===== config.mk =====
export PLATFORM = sky130hd
export DESIGN_NAME = dlf_regs
export DESIGN_NICKNAME = d
export VERILOG_FILES = /design/src/hw/dlf_pkg.sv /design/src/hw/dlf_regs.sv
export SDC_FILE = /design/constraint.sdc
export NUM_CORES = 1
export LEC_CHECK = 0
export BUFFER_PORTS_ARGS = -buffer_cell sky130_fd_sc_hd__buf_2
export CAP_MARGIN = 40
export CORE_MARGIN = 2
export CORE_UTILIZATION = 28
export CTS_BUF_LIST = sky130_fd_sc_hd__clkbuf_8
export CTS_CLUSTER_DIAMETER = 60
export DETAILED_ROUTE_END_ITERATION = 10
export GPL_TIMING_DRIVEN = 0
export SYNTH_ARGS = -nofsm -noshare
export SYNTH_HDL_FRONTEND = slang
export SYNTH_SLANG_ARGS = --single-unit

===== constraint.sdc =====
create_clock -name clock -period 4.3 [get_ports clock]
set_input_delay 1.29 -clock clock [delete_from_list [all_inputs] [get_ports clock]]
set_output_delay 1.29 -clock clock [all_outputs]
set_load 0.02 [all_outputs]

===== src/hw/dlf_pkg.sv =====
// Purpose: Shared constants and types of the link format register bank
// Assumes: 8-bit registers reached by the local control channel decoder
// Notes: Offsets, reset values and field positions live only here
package dlf_pkg;

    // ----------------------------------------
    // Register offsets
    // ----------------------------------------
    localparam logic [7:0] REG_RESERVED_SIX = 8'h06;
    localparam logic [7:0] REG_LINK_FORMAT = 8'h07;
    localparam logic [7:0] REG_POLARITY_ERR = 8'h08;

    // ----------------------------------------
    // Reset values
    // ----------------------------------------
    localparam logic [7:0] RESERVED_SIX_RESET = 8'h02;
    localparam logic [7:0] LINK_FORMAT_BASE = 8'h00;
    localparam logic [7:0] POLARITY_ERR_RESET = 8'h80;

    // ----------------------------------------
    // Field positions, link format register
    // ----------------------------------------
    localparam int DOUBLE_INPUT_BIT = 7;
    localparam int DATA_RATE_BIT = 6;
    localparam int BUS_WIDTH_BIT = 5;
    localparam int EDGE_SELECT_BIT = 4;
    localparam int SYNC_TRACK_BIT = 3;
    localparam int SYNC_ENCODE_BIT = 2;
    localparam int CHECK_SEL_LSB = 0;

    // ----------------------------------------
    // Field positions, polarity and error register
    // ----------------------------------------
    localparam int VS_INVERT_BIT = 7;
    localparam int HS_INVERT_BIT = 6;
    localparam int MATCHED_DBL_BIT = 4;
    localparam int STAGGER_BIT = 3;
    localparam int AUTO_CLEAR_BIT = 2;
    localparam int ERR_SEL_LSB = 0;

    // ----------------------------------------
    // Error check codes and error output selection
    // ----------------------------------------
    localparam logic [1:0] CHECK_PARITY = 2'h0;
    localparam logic [1:0] CHECK_CRC = 2'h1;
    localparam logic [1:0] CHECK_HAMMING = 2'h2;
    localparam logic [1:0] CHECK_FORBIDDEN = 2'h3;
    localparam logic [1:0] ERR_SEL_DETECTED = 2'h0;
    localparam logic [1:0] ERR_SEL_CORRECTED = 2'h1;

    // ----------------------------------------
    // Timing
    // ----------------------------------------
    localparam int CLOCK_PERIOD_NS = 20;
    localparam int AUTO_CLEAR_TIME_NS = 1000;
    localparam int AUTO_CLEAR_CYCLES_INT =
        (AUTO_CLEAR_TIME_NS / CLOCK_PERIOD_NS < 1) ? 1 :
        AUTO_CLEAR_TIME_NS / CLOCK_PERIOD_NS;
    localparam logic [15:0] AUTO_CLEAR_CYCLES =
        16'(AUTO_CLEAR_CYCLES_INT);

    // ----------------------------------------
    // Types
    // ----------------------------------------
    typedef struct packed {
        logic local_ctrl_channel_enable;
        logic strap_pin_zero;
        logic strap_pin_one;
        logic strap_pin_edge;
        logic strap_pin_ms;
        logic strap_pin_check;
    } dlf_strap_t;

    typedef struct packed {
        logic [7:0] addr;
        logic [7:0] wr_data;
        logic wr_en;
        logic rd_en;
    } dlf_req_t;

    typedef struct packed {
        logic double_input_select;
        logic low_data_rate;
        logic bus_width_select;
        logic output_edge_select;
        logic sync_tracking_enable;
        logic sync_encoding_enable;
        logic [1:0] error_check_select;
        logic vs_invert;
        logic hs_invert;
        logic parallel_out_bit0_invert;
        logic parallel_out_bit1_invert;
        logic matched_double_flag;
        logic stagger_disable;
    } dlf_cfg_t;

    typedef struct packed {
        logic [7:0] reserved_config_six;
        logic [7:0] link_format_config;
        logic [7:0] polarity_error_control;
        logic [7:0] detected_error_count;
        logic [7:0] corrected_error_count;
        logic [15:0] clear_timer;
        logic error_output;
        logic [7:0] rd_data;
        dlf_cfg_t cfg;
    } dlf_state_t;

endpackage : dlf_pkg


===== src/hw/dlf_regs.sv =====
// Purpose: Link format, polarity and error control registers of a
//          serial-link video deserializer
// Assumes: Control channel decoder delivers one-cycle read/write strobes
// Notes: Error events arrive as one-cycle pulses from the link decoder
//
// What this block does
// - Bit 7 picks single or double input
// - Bit 5 picks 24 or 32 bit
// - Bit 4 picks output data clock edge
// - Bit 3 enables sync tracking, strapped reset
// - Bit 2 enables sync encoding, strapped reset
// - Check codes: 00 parity, 01 CRC
// - Code 10 Hamming; code 11 never taken
// - Check field strapped to 10 or 00
// - Polarity bit 7 inverts VS or bit0
// - Polarity bit 6 inverts HS or bit1
// - Auto clear resets counters after error
// - Error select picks detected, corrected, either
`timescale 1ns/1ns

module dlf_regs
    import dlf_pkg::*;
#(
    parameter int COUNT_W = 8
) (
    input wire logic clock,
    input wire logic sys_rst,
    input wire dlf_strap_t straps,
    input wire dlf_req_t req,
    input wire logic detected_error_pulse,
    input wire logic corrected_error_pulse,
    input wire logic [COUNT_W-1:0] detected_error_threshold,
    input wire logic [COUNT_W-1:0] corrected_error_threshold,
    output logic [7:0] rd_data,
    output dlf_cfg_t cfg,
    output logic error_output,
    output logic [COUNT_W-1:0] detected_error_count,
    output logic [COUNT_W-1:0] corrected_error_count
);

    // ----------------------------------------
    // Helpers
    // ----------------------------------------
    function automatic logic [7:0] count_inc(input logic [7:0] c,
                                             input logic ev);
        // Saturate so a stuck error source cannot wrap the count
        if (ev && c != 8'hFF) begin
            return c + 8'h01;
        end
        return c;
    endfunction : count_inc

    function automatic dlf_cfg_t decode_cfg(input logic [7:0] lf,
                                            input logic [7:0] pe);
        dlf_cfg_t c;
        c.double_input_select = lf[DOUBLE_INPUT_BIT];
        c.low_data_rate = lf[DATA_RATE_BIT];
        c.bus_width_select = lf[BUS_WIDTH_BIT];
        c.output_edge_select = lf[EDGE_SELECT_BIT];
        c.sync_tracking_enable = lf[SYNC_TRACK_BIT];
        c.sync_encoding_enable = lf[SYNC_ENCODE_BIT];
        c.error_check_select = lf[CHECK_SEL_LSB +: 2];
        c.vs_invert = pe[VS_INVERT_BIT] & lf[SYNC_ENCODE_BIT];
        c.parallel_out_bit0_invert = pe[VS_INVERT_BIT] & ~lf[SYNC_ENCODE_BIT];
        c.hs_invert = pe[HS_INVERT_BIT] & lf[SYNC_ENCODE_BIT];
        c.parallel_out_bit1_invert = pe[HS_INVERT_BIT] & ~lf[SYNC_ENCODE_BIT];
        c.matched_double_flag = pe[MATCHED_DBL_BIT];
        c.stagger_disable = pe[STAGGER_BIT];
        return c;
    endfunction : decode_cfg

    // ----------------------------------------
    // State
    // ----------------------------------------
    dlf_state_t st;
    dlf_state_t next_st;
    logic [7:0] strap_format;
    logic strap_ok;
    logic [7:0] det_now;
    logic [7:0] corr_now;
    logic det_over;
    logic corr_over;

    always_comb begin
        // Straps only count when the local channel is off
        strap_ok = ~straps.local_ctrl_channel_enable;
        strap_format = LINK_FORMAT_BASE;
        strap_format[DOUBLE_INPUT_BIT] =
            strap_ok & straps.strap_pin_zero;
        strap_format[BUS_WIDTH_BIT] =
            strap_ok & straps.strap_pin_one;
        strap_format[EDGE_SELECT_BIT] =
            strap_ok & straps.strap_pin_edge;
        strap_format[SYNC_TRACK_BIT] =
            strap_ok & straps.strap_pin_ms;
        strap_format[SYNC_ENCODE_BIT] =
            strap_ok & straps.strap_pin_ms;
        strap_format[CHECK_SEL_LSB +: 2] = (strap_ok & straps.strap_pin_check)
            ? CHECK_HAMMING : CHECK_PARITY;

        next_st = st;
        det_now = st.detected_error_count;
        corr_now = st.corrected_error_count;

        // Auto clear: timer runs while the error output stands
        if (st.polarity_error_control[AUTO_CLEAR_BIT] && st.error_output) begin
            if (st.clear_timer == AUTO_CLEAR_CYCLES - 16'h0001) begin
                det_now = 8'h00;
                corr_now = 8'h00;
                next_st.clear_timer = 16'h0000;
            end else begin
                next_st.clear_timer = st.clear_timer + 16'h0001;
            end
        end else begin
            next_st.clear_timer = 16'h0000;
        end
        // New events after a clear still count: set beats clear
        next_st.detected_error_count = count_inc(det_now,
                                                 detected_error_pulse);
        next_st.corrected_error_count = count_inc(corr_now,
                                                  corrected_error_pulse);

        if (req.wr_en) begin
            unique case (req.addr)
                REG_RESERVED_SIX: begin
                    next_st.reserved_config_six = req.wr_data;
                end
                REG_LINK_FORMAT: begin
                    next_st.link_format_config = req.wr_data;
                    // The forbidden check code keeps the old scheme
                    if (req.wr_data[CHECK_SEL_LSB +: 2] ==
                        CHECK_FORBIDDEN) begin
                        next_st.link_format_config[CHECK_SEL_LSB +: 2] =
                            st.link_format_config[1:0];
                    end
                end
                REG_POLARITY_ERR: begin
                    next_st.polarity_error_control = req.wr_data;
                end
                default: begin
                end
            endcase
        end

        if (req.rd_en) begin
            unique case (req.addr)
                REG_RESERVED_SIX: next_st.rd_data = st.reserved_config_six;
                REG_LINK_FORMAT: next_st.rd_data = st.link_format_config;
                REG_POLARITY_ERR: next_st.rd_data = st.polarity_error_control;
                default: next_st.rd_data = 8'h00;
            endcase
        end

        det_over = next_st.detected_error_count > detected_error_threshold;
        corr_over = next_st.corrected_error_count > corrected_error_threshold;
        unique case (next_st.polarity_error_control[ERR_SEL_LSB +: 2])
            ERR_SEL_DETECTED: next_st.error_output = det_over;
            ERR_SEL_CORRECTED: next_st.error_output = corr_over;
            default: next_st.error_output = det_over | corr_over;
        endcase

        if (sys_rst) begin
            next_st.reserved_config_six = RESERVED_SIX_RESET;
            next_st.link_format_config = strap_format;
            next_st.polarity_error_control = POLARITY_ERR_RESET;
            next_st.detected_error_count = 8'h00;
            next_st.corrected_error_count = 8'h00;
            next_st.clear_timer = 16'h0000;
            next_st.error_output = 1'b0;
            next_st.rd_data = 8'h00;
        end
        next_st.cfg = decode_cfg(next_st.link_format_config,
                                 next_st.polarity_error_control);
    end

    always_ff @(posedge clock) begin
        st <= next_st;
    end

    assign rd_data = st.rd_data;
    assign cfg = st.cfg;
    assign error_output = st.error_output;
    assign detected_error_count = st.detected_error_count[COUNT_W-1:0];
    assign corrected_error_count = st.corrected_error_count[COUNT_W-1:0];

    // ----------------------------------------
    // Checks
    // ----------------------------------------
    a_double_strap: assert property (@(posedge clock)
        sys_rst |=> cfg.double_input_select ==
            $past(~straps.local_ctrl_channel_enable & straps.strap_pin_zero))
        else $error("double input reset value wrong");
    a_width_strap: assert property (@(posedge clock)
        sys_rst |=> cfg.bus_width_select ==
            $past(~straps.local_ctrl_channel_enable & straps.strap_pin_one))
        else $error("bus width reset value wrong");
    a_edge_write: assert property (@(posedge clock)
        disable iff (sys_rst)
        req.wr_en && req.addr == REG_LINK_FORMAT |=>
            cfg.output_edge_select == $past(req.wr_data[EDGE_SELECT_BIT]))
        else $error("edge select not written");
    a_sync_strap: assert property (@(posedge clock)
        sys_rst |=> cfg.sync_tracking_enable == cfg.sync_encoding_enable)
        else $error("sync straps disagree");
    a_no_forbidden: assert property (@(posedge clock)
        disable iff (sys_rst)
        cfg.error_check_select != CHECK_FORBIDDEN)
        else $error("forbidden check code held");
    a_check_strap: assert property (@(posedge clock)
        sys_rst |=> cfg.error_check_select ==
            ($past(~straps.local_ctrl_channel_enable &
                   straps.strap_pin_check) ? CHECK_HAMMING : CHECK_PARITY))
        else $error("check select reset value wrong");
    a_vs_route: assert property (@(posedge clock)
        disable iff (sys_rst)
        cfg.vs_invert |-> cfg.sync_encoding_enable && !cfg.parallel_out_bit0_invert)
        else $error("vertical invert misrouted");
    a_hs_route: assert property (@(posedge clock)
        disable iff (sys_rst)
        cfg.parallel_out_bit1_invert |-> !cfg.sync_encoding_enable && !cfg.hs_invert)
        else $error("horizontal invert misrouted");
    a_auto_clear: assert property (@(posedge clock)
        disable iff (sys_rst)
        $rose(error_output) && st.polarity_error_control[AUTO_CLEAR_BIT] &&
        !req.wr_en |-> ##[1:60] (detected_error_count == 0 ||
                                 !error_output))
        else $error("error counters not cleared in time");
    a_err_detected: assert property (@(posedge clock)
        disable iff (sys_rst)
        st.polarity_error_control[ERR_SEL_LSB +: 2] == ERR_SEL_DETECTED |->
            error_output == (detected_error_count >
                             detected_error_threshold))
        else $error("error output disagrees with detected count");

endmodule : dlf_regs


==> key figures, run 1 <==
Global routing
  • First-pass GRT wire length: 15.5 mm
  • GRT Resource Usage Total: 13.3%
  • GR Overflow Total: 0
  • Number of global-route vias before repair: 3313
  • Largest net degree at the start of global routing: 14
  • Initial antenna violation count: 0

STA
  • Tmin final: 3880 ps
  • Final Max Slew Viols: 0
  • WHS: 467 ps
  • Clock Skew: 8.93 ps
  • Setup_tns: 0 ps
  • Worst-margin pin slew: 671 ps
  • RSZ-0062 raised after global routing: false
  • Slew headroom: 55.1%
  • Final hold vios: 0
  • # setup viols final: 0
  • Max Clk Rate: 258 MHz
  • Fin crit share: 90.2%

Floorplanning
  • # IOs: 83
  • Core ar.: 0.0138 mm^2
  • Die Y: 123 um
  • Site Rows: 43
  • Die Footprint: 0.0151 mm^2
  • Initial Util: 28.5%
  • Die Wd: 123 um

Drt
  • WL per Instance: 13.2 um
  • DR vias/cell: 4.71
  • Number of DRC markers in iteration 0: 251
  • Post-route ant nets: 0
  • DR pass1 iterations: 5
  • Routed WL: 9.67 mm
  • # DRC: 0
  • DR vias: 3446

Worst setup path
  • Critical Path End Type: flip-flop
  • CP required: 4560 ps
  • WS Path Type: reg2reg
  • Startpoint Class: flip-flop
  • Critical Path AT: 4140 ps
  • Max Fanout on Critical Path: 9

Yosys
  • Post-synth top area cell: dfxtp_1
  • Register area share after synthesis: 36.3%
  • Net count after synthesis: 518
  • Async SR Flop Fraction: 0%
  • Distinct cells, synth: 62
  • Yosys Warn Count: 0
  • Most used DFF post-synth: dfxtp_1
  • FF+latch count, synth: 69
  • Post-Synthesis Cell Area: 0.00395 mm^2
  • Synth top area cells: dfxtp_1 32%, buf_4 7.4%, nor2_1 6.7%, ha_1 6.3%, mux2i_1 5.1%
  • Most common cell in the netlist: nor2_1
  • Post-Syn Area per Cell: 8.70 um^2
  • Top-area cell type share of the netlist area: 32.5%
  • Top cells by count, synth: 70 x nor2_1, 64 x dfxtp_1, 39 x buf_4
  • Synth Instances: 454
  • Post-synth EDFFs: 5

Clock network
  • CTS max path bufs: 2
  • Hold_buf cts: 0
  • Worst-Skew Late Latency: 360 ps
  • CTS Sinks: 69
  • Number of CTS-inserted buffers: 9
  • CTS tree: done
  • Setup bufs post-CTS: 0
  • Resize count post-CTS: 0
  • CTS clk-pin slew, worst paths: 80 ps
  • Clock Root Buffer: clkbuf_8
  • Total number of H-tree levels: 3

Power
  • Sequential fraction of design power: 47.8%
  • Psw: 0.000346 W
  • Peak VDD IR: 0.118 mV
  • Pwr/cell area: 288 mW/mm^2
  • Sw Ratio: 25.0%
  • Logic gate share of total power: 9.3%
  • Pint: 0.00104 W
  • Leak: 2.20 nW
  • Power share of the clock group: 43.0%

Placed design
  • Area post-placement: 0.00458 mm^2
  • HPWL after DPL: 7.59 mm
  • Port bufs: 82
  • Placer congestion estimate: 0.809

Worst hold path
  • Hold Crit Class: reg2reg

Run
  • MaxCap Viol Count: 0

Status
  • Status: finished clean

Final layout
  • Layout cells sized above 1: 29.0%
  • Area growth syn-to-layout: 21.9%
  • Finished Cell Area: 0.00481 mm^2
  • Ant diodes: 0
  • Final nets: 611
## cell type report
type | count | area, um^2
multi-input combinational | 314 | 2100
clock buffer | 9 | 124
buffer | 50 | 344
fill | 1434 | 9020
clock inverter | 7 | 97.6
sequential | 69 | 1430
timing repair buffer | 82 | 410
tap | 180 | 225
inverter | 21 | 78.8
## cells in the final DEF, fill, tap and decap left out, types with 6 or more instances in the layout
cell	netlist	layout
a22oi_1	8	8
a22o_1	8	8
buf_4	39	39
xor2_1	8	8
dfxtp_1	64	64
nor2_1	70	70
inv_1	21	21
nor3_1	6	6
mux2i_1	20	20
clkbuf_8	0	9
nand2_1	36	36
and3_1	7	7
o21ai_0	23	23
ha_1	20	20
and2_1	7	7
nand3_1	11	11
buf_2	2	84
clkbuf_1	8	8
a21oi_1	12	12
nand4_1	11	11
## path summary, 6_finish.rpt
check / from / to / slack (ps) / depth (start not counted)
hold / removal: st[72] / st[72] / 470 / 1
setup reg to reg: st[23] / error_output / 420 / 18
hold reg to reg: st[72] / st[72] / 470 / 1
setup / recovery: st[23] / error_output / 420 / 18
## per-layer routing
layer / global-route usage (%) / routed length [um] / vias up
met4: 7.26 / 237 / 0
met3: 2.14 / 437 / 12
met5: 0 / 0 / -
li1: - / - / 1751
met1: 15.8 / 4250 / 1611
met2: 22.6 / 4750 / 72
## registers in the layout (all words and copies together), names as in the netlist
| name | cells |
|---|---|
| st | 38 |
| detected_error_count | 8 |
| rd_data | 8 |
| cfg | 6 |
| error_output | 1 |
| corrected_error_count | 8 |
## cell families (layout without fill, tap and decap cells)
| kind of cell | Yosys count | after routing | synth area share (%) |
|---|---|---|---|
| fa+ha+maj | 20 | 20 | 6.34 |
| flops | 69 | 69 | 36.3 |
| buf+inv | 71 | 169 | 10.7 |
| xor+xnor | 13 | 13 | 2.88 |
| simple gates | 183 | 183 | 24.9 |
| compound gates | 75 | 75 | 12.9 |
| mux | 23 | 23 | 6.02 |
## critical path, stage by stage (launching register included)
cell     delay (ps)
dfxtp_1         420
ha_1            180
nor4b_2         230
nand4_2         250
or2_0           260
buf_2           170
and2_1          170
ha_1            240
nand3_1         120
o21ai_0         180
nor2_1          170
xnor2_1         180
nor2_1           70
ha_1            320
nand4_1         100
nor2_1           50
a31oi_1         220
a22oi_2         120
o41ai_2         340
## through the flow
stage          worst slack (ps)  power [W]  utilization, %  instances
2_1_floorplan               937   0.000750               -        454
3_3_place_gp                370   0.000802            33.1        716
3_5_place_dp                302   0.000807            33.1        716
4_1_cts                     265    0.00141            34.7        732
5_1_grt                    20.6    0.00144            34.8        732
6_report                    420    0.00139            34.8        732
## power groups by stage
stage,logic [W],registers [W],clock network [W]
after floorplan,0.0000749,0.000675,0
after global placement,0.000125,0.000677,0
after detailed placement,0.000130,0.000677,0
after CTS,0.000130,0.000662,0.000615
after global routing,0.000143,0.000664,0.000635
final,0.000129,0.000662,0.000596
Note: power is estimated with default switching activity, not from simulation.
==> inputs of run 2 (changes only) <==
SKIP_LAST_GASP = 1   (was not set)
clock period = 3.8 ns   (was 4.3 ns; I/O delays follow)
==> run 2 against run 1 <==
Net effect: power increased by 13%; cell count increased by 0.27%; clock power increased by 13%; sequential share of layout area decreased by 0.41 points; clock-buffer cell count unchanged; register-to-register slack got worse by 160 ps; sequential power increased by 13%; critical path depth decreased by 1; critical path type unchanged; critical endpoint unchanged.
==> key figures, run 2 (same netlist as run 1, synthesis figures left out) <==
Clock network
  • CTS Sinks: 69 (unchanged)
  • CTS max path bufs: 2 (unchanged)
  • CTS clk-pin slew, worst paths: 80 ps (about the same)
  • Number of CTS-inserted buffers: 9 (unchanged)
  • Clock Root Buffer: clkbuf_8
  • Total number of H-tree levels: 3 (unchanged)
  • CTS tree: done
  • Hold_buf cts: 0 (unchanged)
  • Worst-Skew Late Latency: 360 ps (about the same)

Power
  • Leak: 2.20 nW (+0.34%)
  • Pwr/cell area: 321 mW/mm^2 (+11%)
  • Peak VDD IR: 0.134 mV (+13%)

Drt
  • DR pass1 iterations: 4 (-1)
  • DR vias: 3493 (+1.4%)
  • Routed WL: 9.77 mm (+0.99%)
  • # DRC: 0 (unchanged)
  • DR vias/cell: 4.76 (+1.1%)
  • Post-route ant nets: 0 (unchanged)
  • Number of DRC markers in iteration 0: 218 (-13%)
  • WL per Instance: 13.3 um (+0.72%)

Worst setup path
  • Max incr delay on CP: 430 ps (about the same)
  • CP max stage cell: a2111oi_2
  • Startpoint Class: flip-flop
  • CP required: 4020 ps (-540 ps)
  • Internal reg-to-reg setup slack: 260 ps (-160 ps)
  • Worst Reg2Reg Path Length in Cells: 17 (-1)
  • Sequence of cells on the critical path: inv_1, ha_1, nor4b_4, nand4_2, or2_0, clkbuf_4, and2_1, ha_2, nand3_4, o21ai_1, a32o_2, ha_1, nor2b_1, o211ai_1, a21oi_1, a2111oi_2, o41ai_2
  • WP buf/inv: 2 (+1)
  • CP dominant cell by count: ha_1
  • Critical Path End Type: flip-flop
  • Critical Path AT: 3760 ps (-380 ps)
  • Worst r2r dst: error_output
  • Max Fanout on Critical Path: 9 (unchanged)
  • RR Startpoint: st[24]
  • Top delay family on crit path: compound AO/OA/AOI/OAI gates
  • WS Path Type: reg2reg
  • Worst path depth: 17 (-1)

Global routing
  • GRT Resource Usage Total: 13.3% (+0.020 points)
  • Initial antenna violation count: 0 (unchanged)
  • GR Overflow Total: 0 (unchanged)
  • Largest net degree at the start of global routing: 14 (unchanged)
  • First-pass GRT wire length: 15.5 mm (about the same)
  • Number of global-route vias before repair: 3318 (+0.15%)

STA
  • Tmin final: 3540 ps (-336 ps)
  • # setup viols final: 0 (unchanged)
  • Final Max Slew Viols: 0 (unchanged)
  • Slew headroom: 55.7% (+0.60 points)
  • Final hold vios: 0 (unchanged)
  • Clock Skew: 9.49 ps (+0.555 ps)
  • RSZ-0062 raised after global routing: false
  • Worst-margin pin slew: 662 ps (-8.95 ps)
  • Max Clk Rate: 282 MHz (+9.5%)
  • Fin crit share: 93.3% (+3.0 points)

Worst hold path
  • Hold endpoint: st[72]
  • Hold Crit Depth: 1 (unchanged)
  • Hold_sp: st[72]
  • Hold Crit Class: reg2reg

Floorplanning
  • Core ar.: 0.0138 mm^2 (unchanged)
  • Site Rows: 43 (unchanged)
  • Die Footprint: 0.0151 mm^2 (unchanged)
  • # IOs: 83 (unchanged)
  • Die Y: 123 um (unchanged)
  • Die Wd: 123 um (unchanged)
  • Initial Util: 28.5% (unchanged)

Final layout
  • Final nets: 613 (+0.33%)
  • Area growth syn-to-layout: 23.8%
  • Final core occ: 35.3% (+0.55 points)
  • Commonest cells after routing, fill and taps aside: 83 x buf_2, 68 x nor2_1, 62 x dfxtp_1
  • Max reg flops: 38 (unchanged)
  • Layout cells sized above 1: 31.4% (+2.4 points)
  • Ant diodes: 0 (unchanged)
  • Finished Cell Area: 0.00489 mm^2 (+1.6%)
  • Commonest non-fill, non-tap cell in the layout: buf_2
  • Biggest register: st

Placed design
  • Port bufs: 82 (unchanged)
  • Placer congestion estimate: 0.809 (unchanged)
  • HPWL after DPL: 7.59 mm (unchanged)
  • Area post-placement: 0.00458 mm^2 (unchanged)

Run
  • MaxCap Viol Count: 0 (unchanged)

Status
  • Status: finished clean
-- run 2: changes by cell type in the layout (fill, tap and decap cells not counted), sizes merged --
cell    previous run  this run
clkbuf            17        18
buf              124       125
-- run 2: where the power goes --
group / internal, W / total, W / switching (W) / leakage (nW)
combinational: 0.0000655 / 0.000147 / 0.0000815 / 1.53
sequential: 0.000741 / 0.000749 / 0.00000812 / 0.566
clock: 0.000371 / 0.000671 / 0.000300 / 0.106
total: 0.00118 / 0.00157 / 0.000389 / 2.20
-- run 2: worst max path at each step --
| stage | startpoint | end |
|---|---|---|
| after floorplan | st[23] | error_output |
| after global placement | st[23] | error_output |
| after detailed placement | st[23] | error_output |
| after CTS | st[23] | error_output |
| after global routing | st[24] | error_output |
| final | st[24] | error_output |
-- run 2: cell type report --
class                   count  area [um^2]
fillers                  1429         8940
multi-input cells         314         2160
flip-flops and latches     69         1430
repair buffers             84          425
plain buffers              50          347
well taps                 180          225
clock buffers               9          124
clock inverters             7         97.6
inverters                  21         78.8
-- run 2: worst reg2reg max path, delay by kind of cell (launching register included) --
family	cells	cell delay, ps
buf+inv	2	230
fa+ha+maj	3	660
compound gates	6	1200
simple gates	6	980
flops	1	350
-- run 2: layer usage --
| layer | part of all wire [%] | GRT usage (%) | up-vias |
|---|---|---|---|
| met5 | 0 | 0 | - |
| met4 | 2.6 | 7.26 | 0 |
| met3 | 3.8 | 2.14 | 14 |
| met2 | 49 | 22.7 | 67 |
| met1 | 44 | 15.8 | 1661 |
| li1 | - | - | 1751 |
-- run 2: timing repair --
action,4_1_cts,5_1_grt
setup buffers,1,1
endpoints found under the setup margin,1,1
pin swaps,1,5
resized for setup,2,18
-- run 2: through the flow --
stage                     setup WS, ps  hold WS (ps)  power, W  instances  TNS [ps]
after floorplan                    437           435  0.000848        454         0
after global placement            -130           444  0.000908        716      -130
after detailed placement          -198           450  0.000913        716      -198
after CTS                         24.9           470   0.00159        733         0
after global routing              17.5           502   0.00163        734         0
final                              256           465   0.00157        734         0
==> inputs of run 3 (changes only) <==
MAX_ROUTING_LAYER = met4   (was not set)
==> run 3 against run 2 <==
Net effect: clock-buffer cell count unchanged; setup slack worse by 2.7 ps; worst hold slack about the same; cell count unchanged; flip-flop and latch count unchanged; cell area unchanged; combinational power about the same; power about the same; routed wire length up 0.24%; die area unchanged; register-to-register slack about the same.
==> key figures, run 3 (same netlist as run 1, synthesis figures left out) <==
Floorplanning
  • Initial Util: 28.5% (unchanged)
  • # IOs: 83 (unchanged)
  • Die Wd: 123 um (unchanged)
  • Core ar.: 0.0138 mm^2 (unchanged)
  • Site Rows: 43 (unchanged)
  • Die Y: 123 um (unchanged)
  • Die Footprint: 0.0151 mm^2 (unchanged)

Placed design
  • Port bufs: 82 (unchanged)
  • HPWL after DPL: 7.59 mm (unchanged)
  • Placed cell count: 716 (unchanged)
  • Placer congestion estimate: 0.820 (+1.5%)
  • Area post-placement: 0.00458 mm^2 (unchanged)

Drt
  • # DRC: 0 (unchanged)
  • WL per Instance: 13.3 um (+0.24%)
  • DR vias/cell: 4.75 (-0.29%)
  • Post-route ant nets: 0 (unchanged)
  • DR vias: 3483 (-0.29%)
  • Number of DRC markers in iteration 0: 243 (+11%)
  • DR pass1 iterations: 4 (unchanged)
  • Routed WL: 9.79 mm (+0.24%)

STA
  • Fin crit share: 93.3% (about the same)
  • Max Clk Rate: 282 MHz (about the same)
  • Final Max Slew Viols: 0 (unchanged)
  • RSZ-0062 raised after global routing: false
  • WHS: 465 ps (-0.0200 ps)
  • Tmin final: 3550 ps (+2.74 ps)
  • Worst-margin pin slew: 675 ps (+13.1 ps)
  • Final hold vios: 0 (unchanged)
  • Clock Skew: 9.55 ps (+0.0567 ps)
  • Slew headroom: 54.8% (-0.88 points)
  • # setup viols final: 0 (unchanged)

Power
  • Power share of the clock group: 42.8% (about the same)
  • Psw: 0.000391 W (+0.33%)
  • Sequential fraction of design power: 47.8% (about the same)
  • Sw Ratio: 24.9% (+0.062 points)
  • Leak: 2.20 nW (unchanged)
  • Pint: 0.00118 W (about the same)
  • Pwr/cell area: 321 mW/mm^2 (about the same)
  • Logic gate share of total power: 9.4% (about the same)
  • Peak VDD IR: 0.134 mV (about the same)

Final layout
  • Max reg flops: 38 (unchanged)
  • Layout cells sized above 1: 31.4% (unchanged)
  • Commonest cells after routing, fill and taps aside: 83 x buf_2, 68 x nor2_1, 62 x dfxtp_1
  • Ant diodes: 0 (unchanged)
  • Area growth syn-to-layout: 23.8% (unchanged)
  • Finished Cell Area: 0.00489 mm^2 (unchanged)
  • Final nets: 613 (unchanged)
  • Biggest register: st
  • Non-Filler Instances: 734 (unchanged)
  • Commonest non-fill, non-tap cell in the layout: buf_2
  • Fillers: 1429 (unchanged)

Worst hold path
  • Hold Crit Class: reg2reg
  • Hold endpoint: st[72]
  • Hold Crit Depth: 1 (unchanged)
  • Hold_sp: st[72]

Clock network
  • Total number of H-tree levels: 3 (unchanged)
  • CTS tree: done
  • Number of CTS-inserted buffers: 9 (unchanged)
  • CTS clk-pin slew, worst paths: 80 ps (about the same)
  • Clock Root Buffer: clkbuf_8
  • CTS max path bufs: 2 (unchanged)
  • Worst-Skew Late Latency: 360 ps (about the same)
  • CTS Sinks: 69 (unchanged)

Global routing
  • Number of global-route vias before repair: 3318 (unchanged)
  • GRT Resource Usage Total: 13.7% (+0.42 points)
  • Largest net degree at the start of global routing: 14 (unchanged)
  • First-pass GRT wire length: 15.5 mm (about the same)
  • GR Overflow Total: 0 (unchanged)
  • Initial antenna violation count: 0 (unchanged)

Worst setup path
  • CP dominant cell by count: ha_1
  • Top delay family on crit path: compound AO/OA/AOI/OAI gates
  • Critical Path End Type: flip-flop
  • WS Path Type: reg2reg
  • Internal reg-to-reg setup slack: 250 ps (about the same)
  • Worst r2r dst: error_output
  • Max Fanout on Critical Path: 9 (unchanged)
  • Sequence of cells on the critical path: ha_1, nor4b_4, nand4_2, or2_0, clkbuf_4, and2_1, ha_2, nand3_4, o21ai_1, a32o_2, ha_1, nor2b_1, o211ai_1, a21oi_1, a2111oi_2, o41ai_2
  • RR Startpoint: st[23]
  • Critical Path AT: 3770 ps (about the same)
  • Max incr delay on CP: 430 ps (about the same)
  • Startpoint Class: flip-flop
  • CP required: 4020 ps (about the same)
  • CP max stage cell: a2111oi_2
  • WP buf/inv: 1 (-1)
  • Worst Reg2Reg Path Length in Cells: 16 (-1)

Status
  • Status: finished clean

Run
  • MaxCap Viol Count: 0 (unchanged)
[run 3: area by class of cell]
type,count,area (um^2),share of cell area (%)
repair buffers,84,425,8.70
well taps,180,225,4.61
clock buffers,9,124,2.53
flip-flops and latches,69,1430,29.3
clock inverters,7,97.6,2.00
plain buffers,50,347,7.09
inverters,21,78.8,1.61
multi-input cells,314,2160,44.1
[run 3: how the worst max path moves through the flow]
stage	startpoint	end	slack [ps]	cells past startpoint
5_1_grt	st[24]	error_output	20	17
3_5_place_dp	st[23]	error_output	-200	16
3_3_place_gp	st[23]	error_output	-130	16
6_report	st[23]	error_output	250	16
2_1_floorplan	st[23]	error_output	440	16
4_1_cts	st[23]	error_output	20	18
[run 3: through the flow]
step | utilization [%] | worst slack, ps | power (W) | setup TNS [ps]
2_1_floorplan | - | 437 | 0.000848 | 0
3_3_place_gp | 33.1 | -130 | 0.000908 | -130
3_5_place_dp | 33.1 | -198 | 0.000913 | -198
4_1_cts | 34.8 | 24.9 | 0.00159 | 0
5_1_grt | 35.3 | 17.3 | 0.00164 | 0
6_report | 35.3 | 253 | 0.00157 | 0
[run 3: power groups by stage]
stage	sequential [W]	combinational, W	clock, W
final	0.000749	0.000147	0.000672
after detailed placement	0.000767	0.000147	0
after CTS	0.000750	0.000147	0.000696
after floorplan	0.000763	0.0000848	0
after global routing	0.000751	0.000163	0.000722
after global placement	0.000766	0.000141	0
[run 3: what timing repair did]
action                                  CTS  global route
gates resized for setup                   2            18
pin swaps                                 1             5
endpoints found under the setup margin    1             1
hold buffers                              0             0
buffers inserted                          1             1
[run 3: layer usage]
metal | wire [um] | track usage, %
met1 | 4370 | 15.9
met2 | 4800 | 22.6
met3 | 372 | 2.28
met4 | 252 | 7.26
met5 | 0 | -
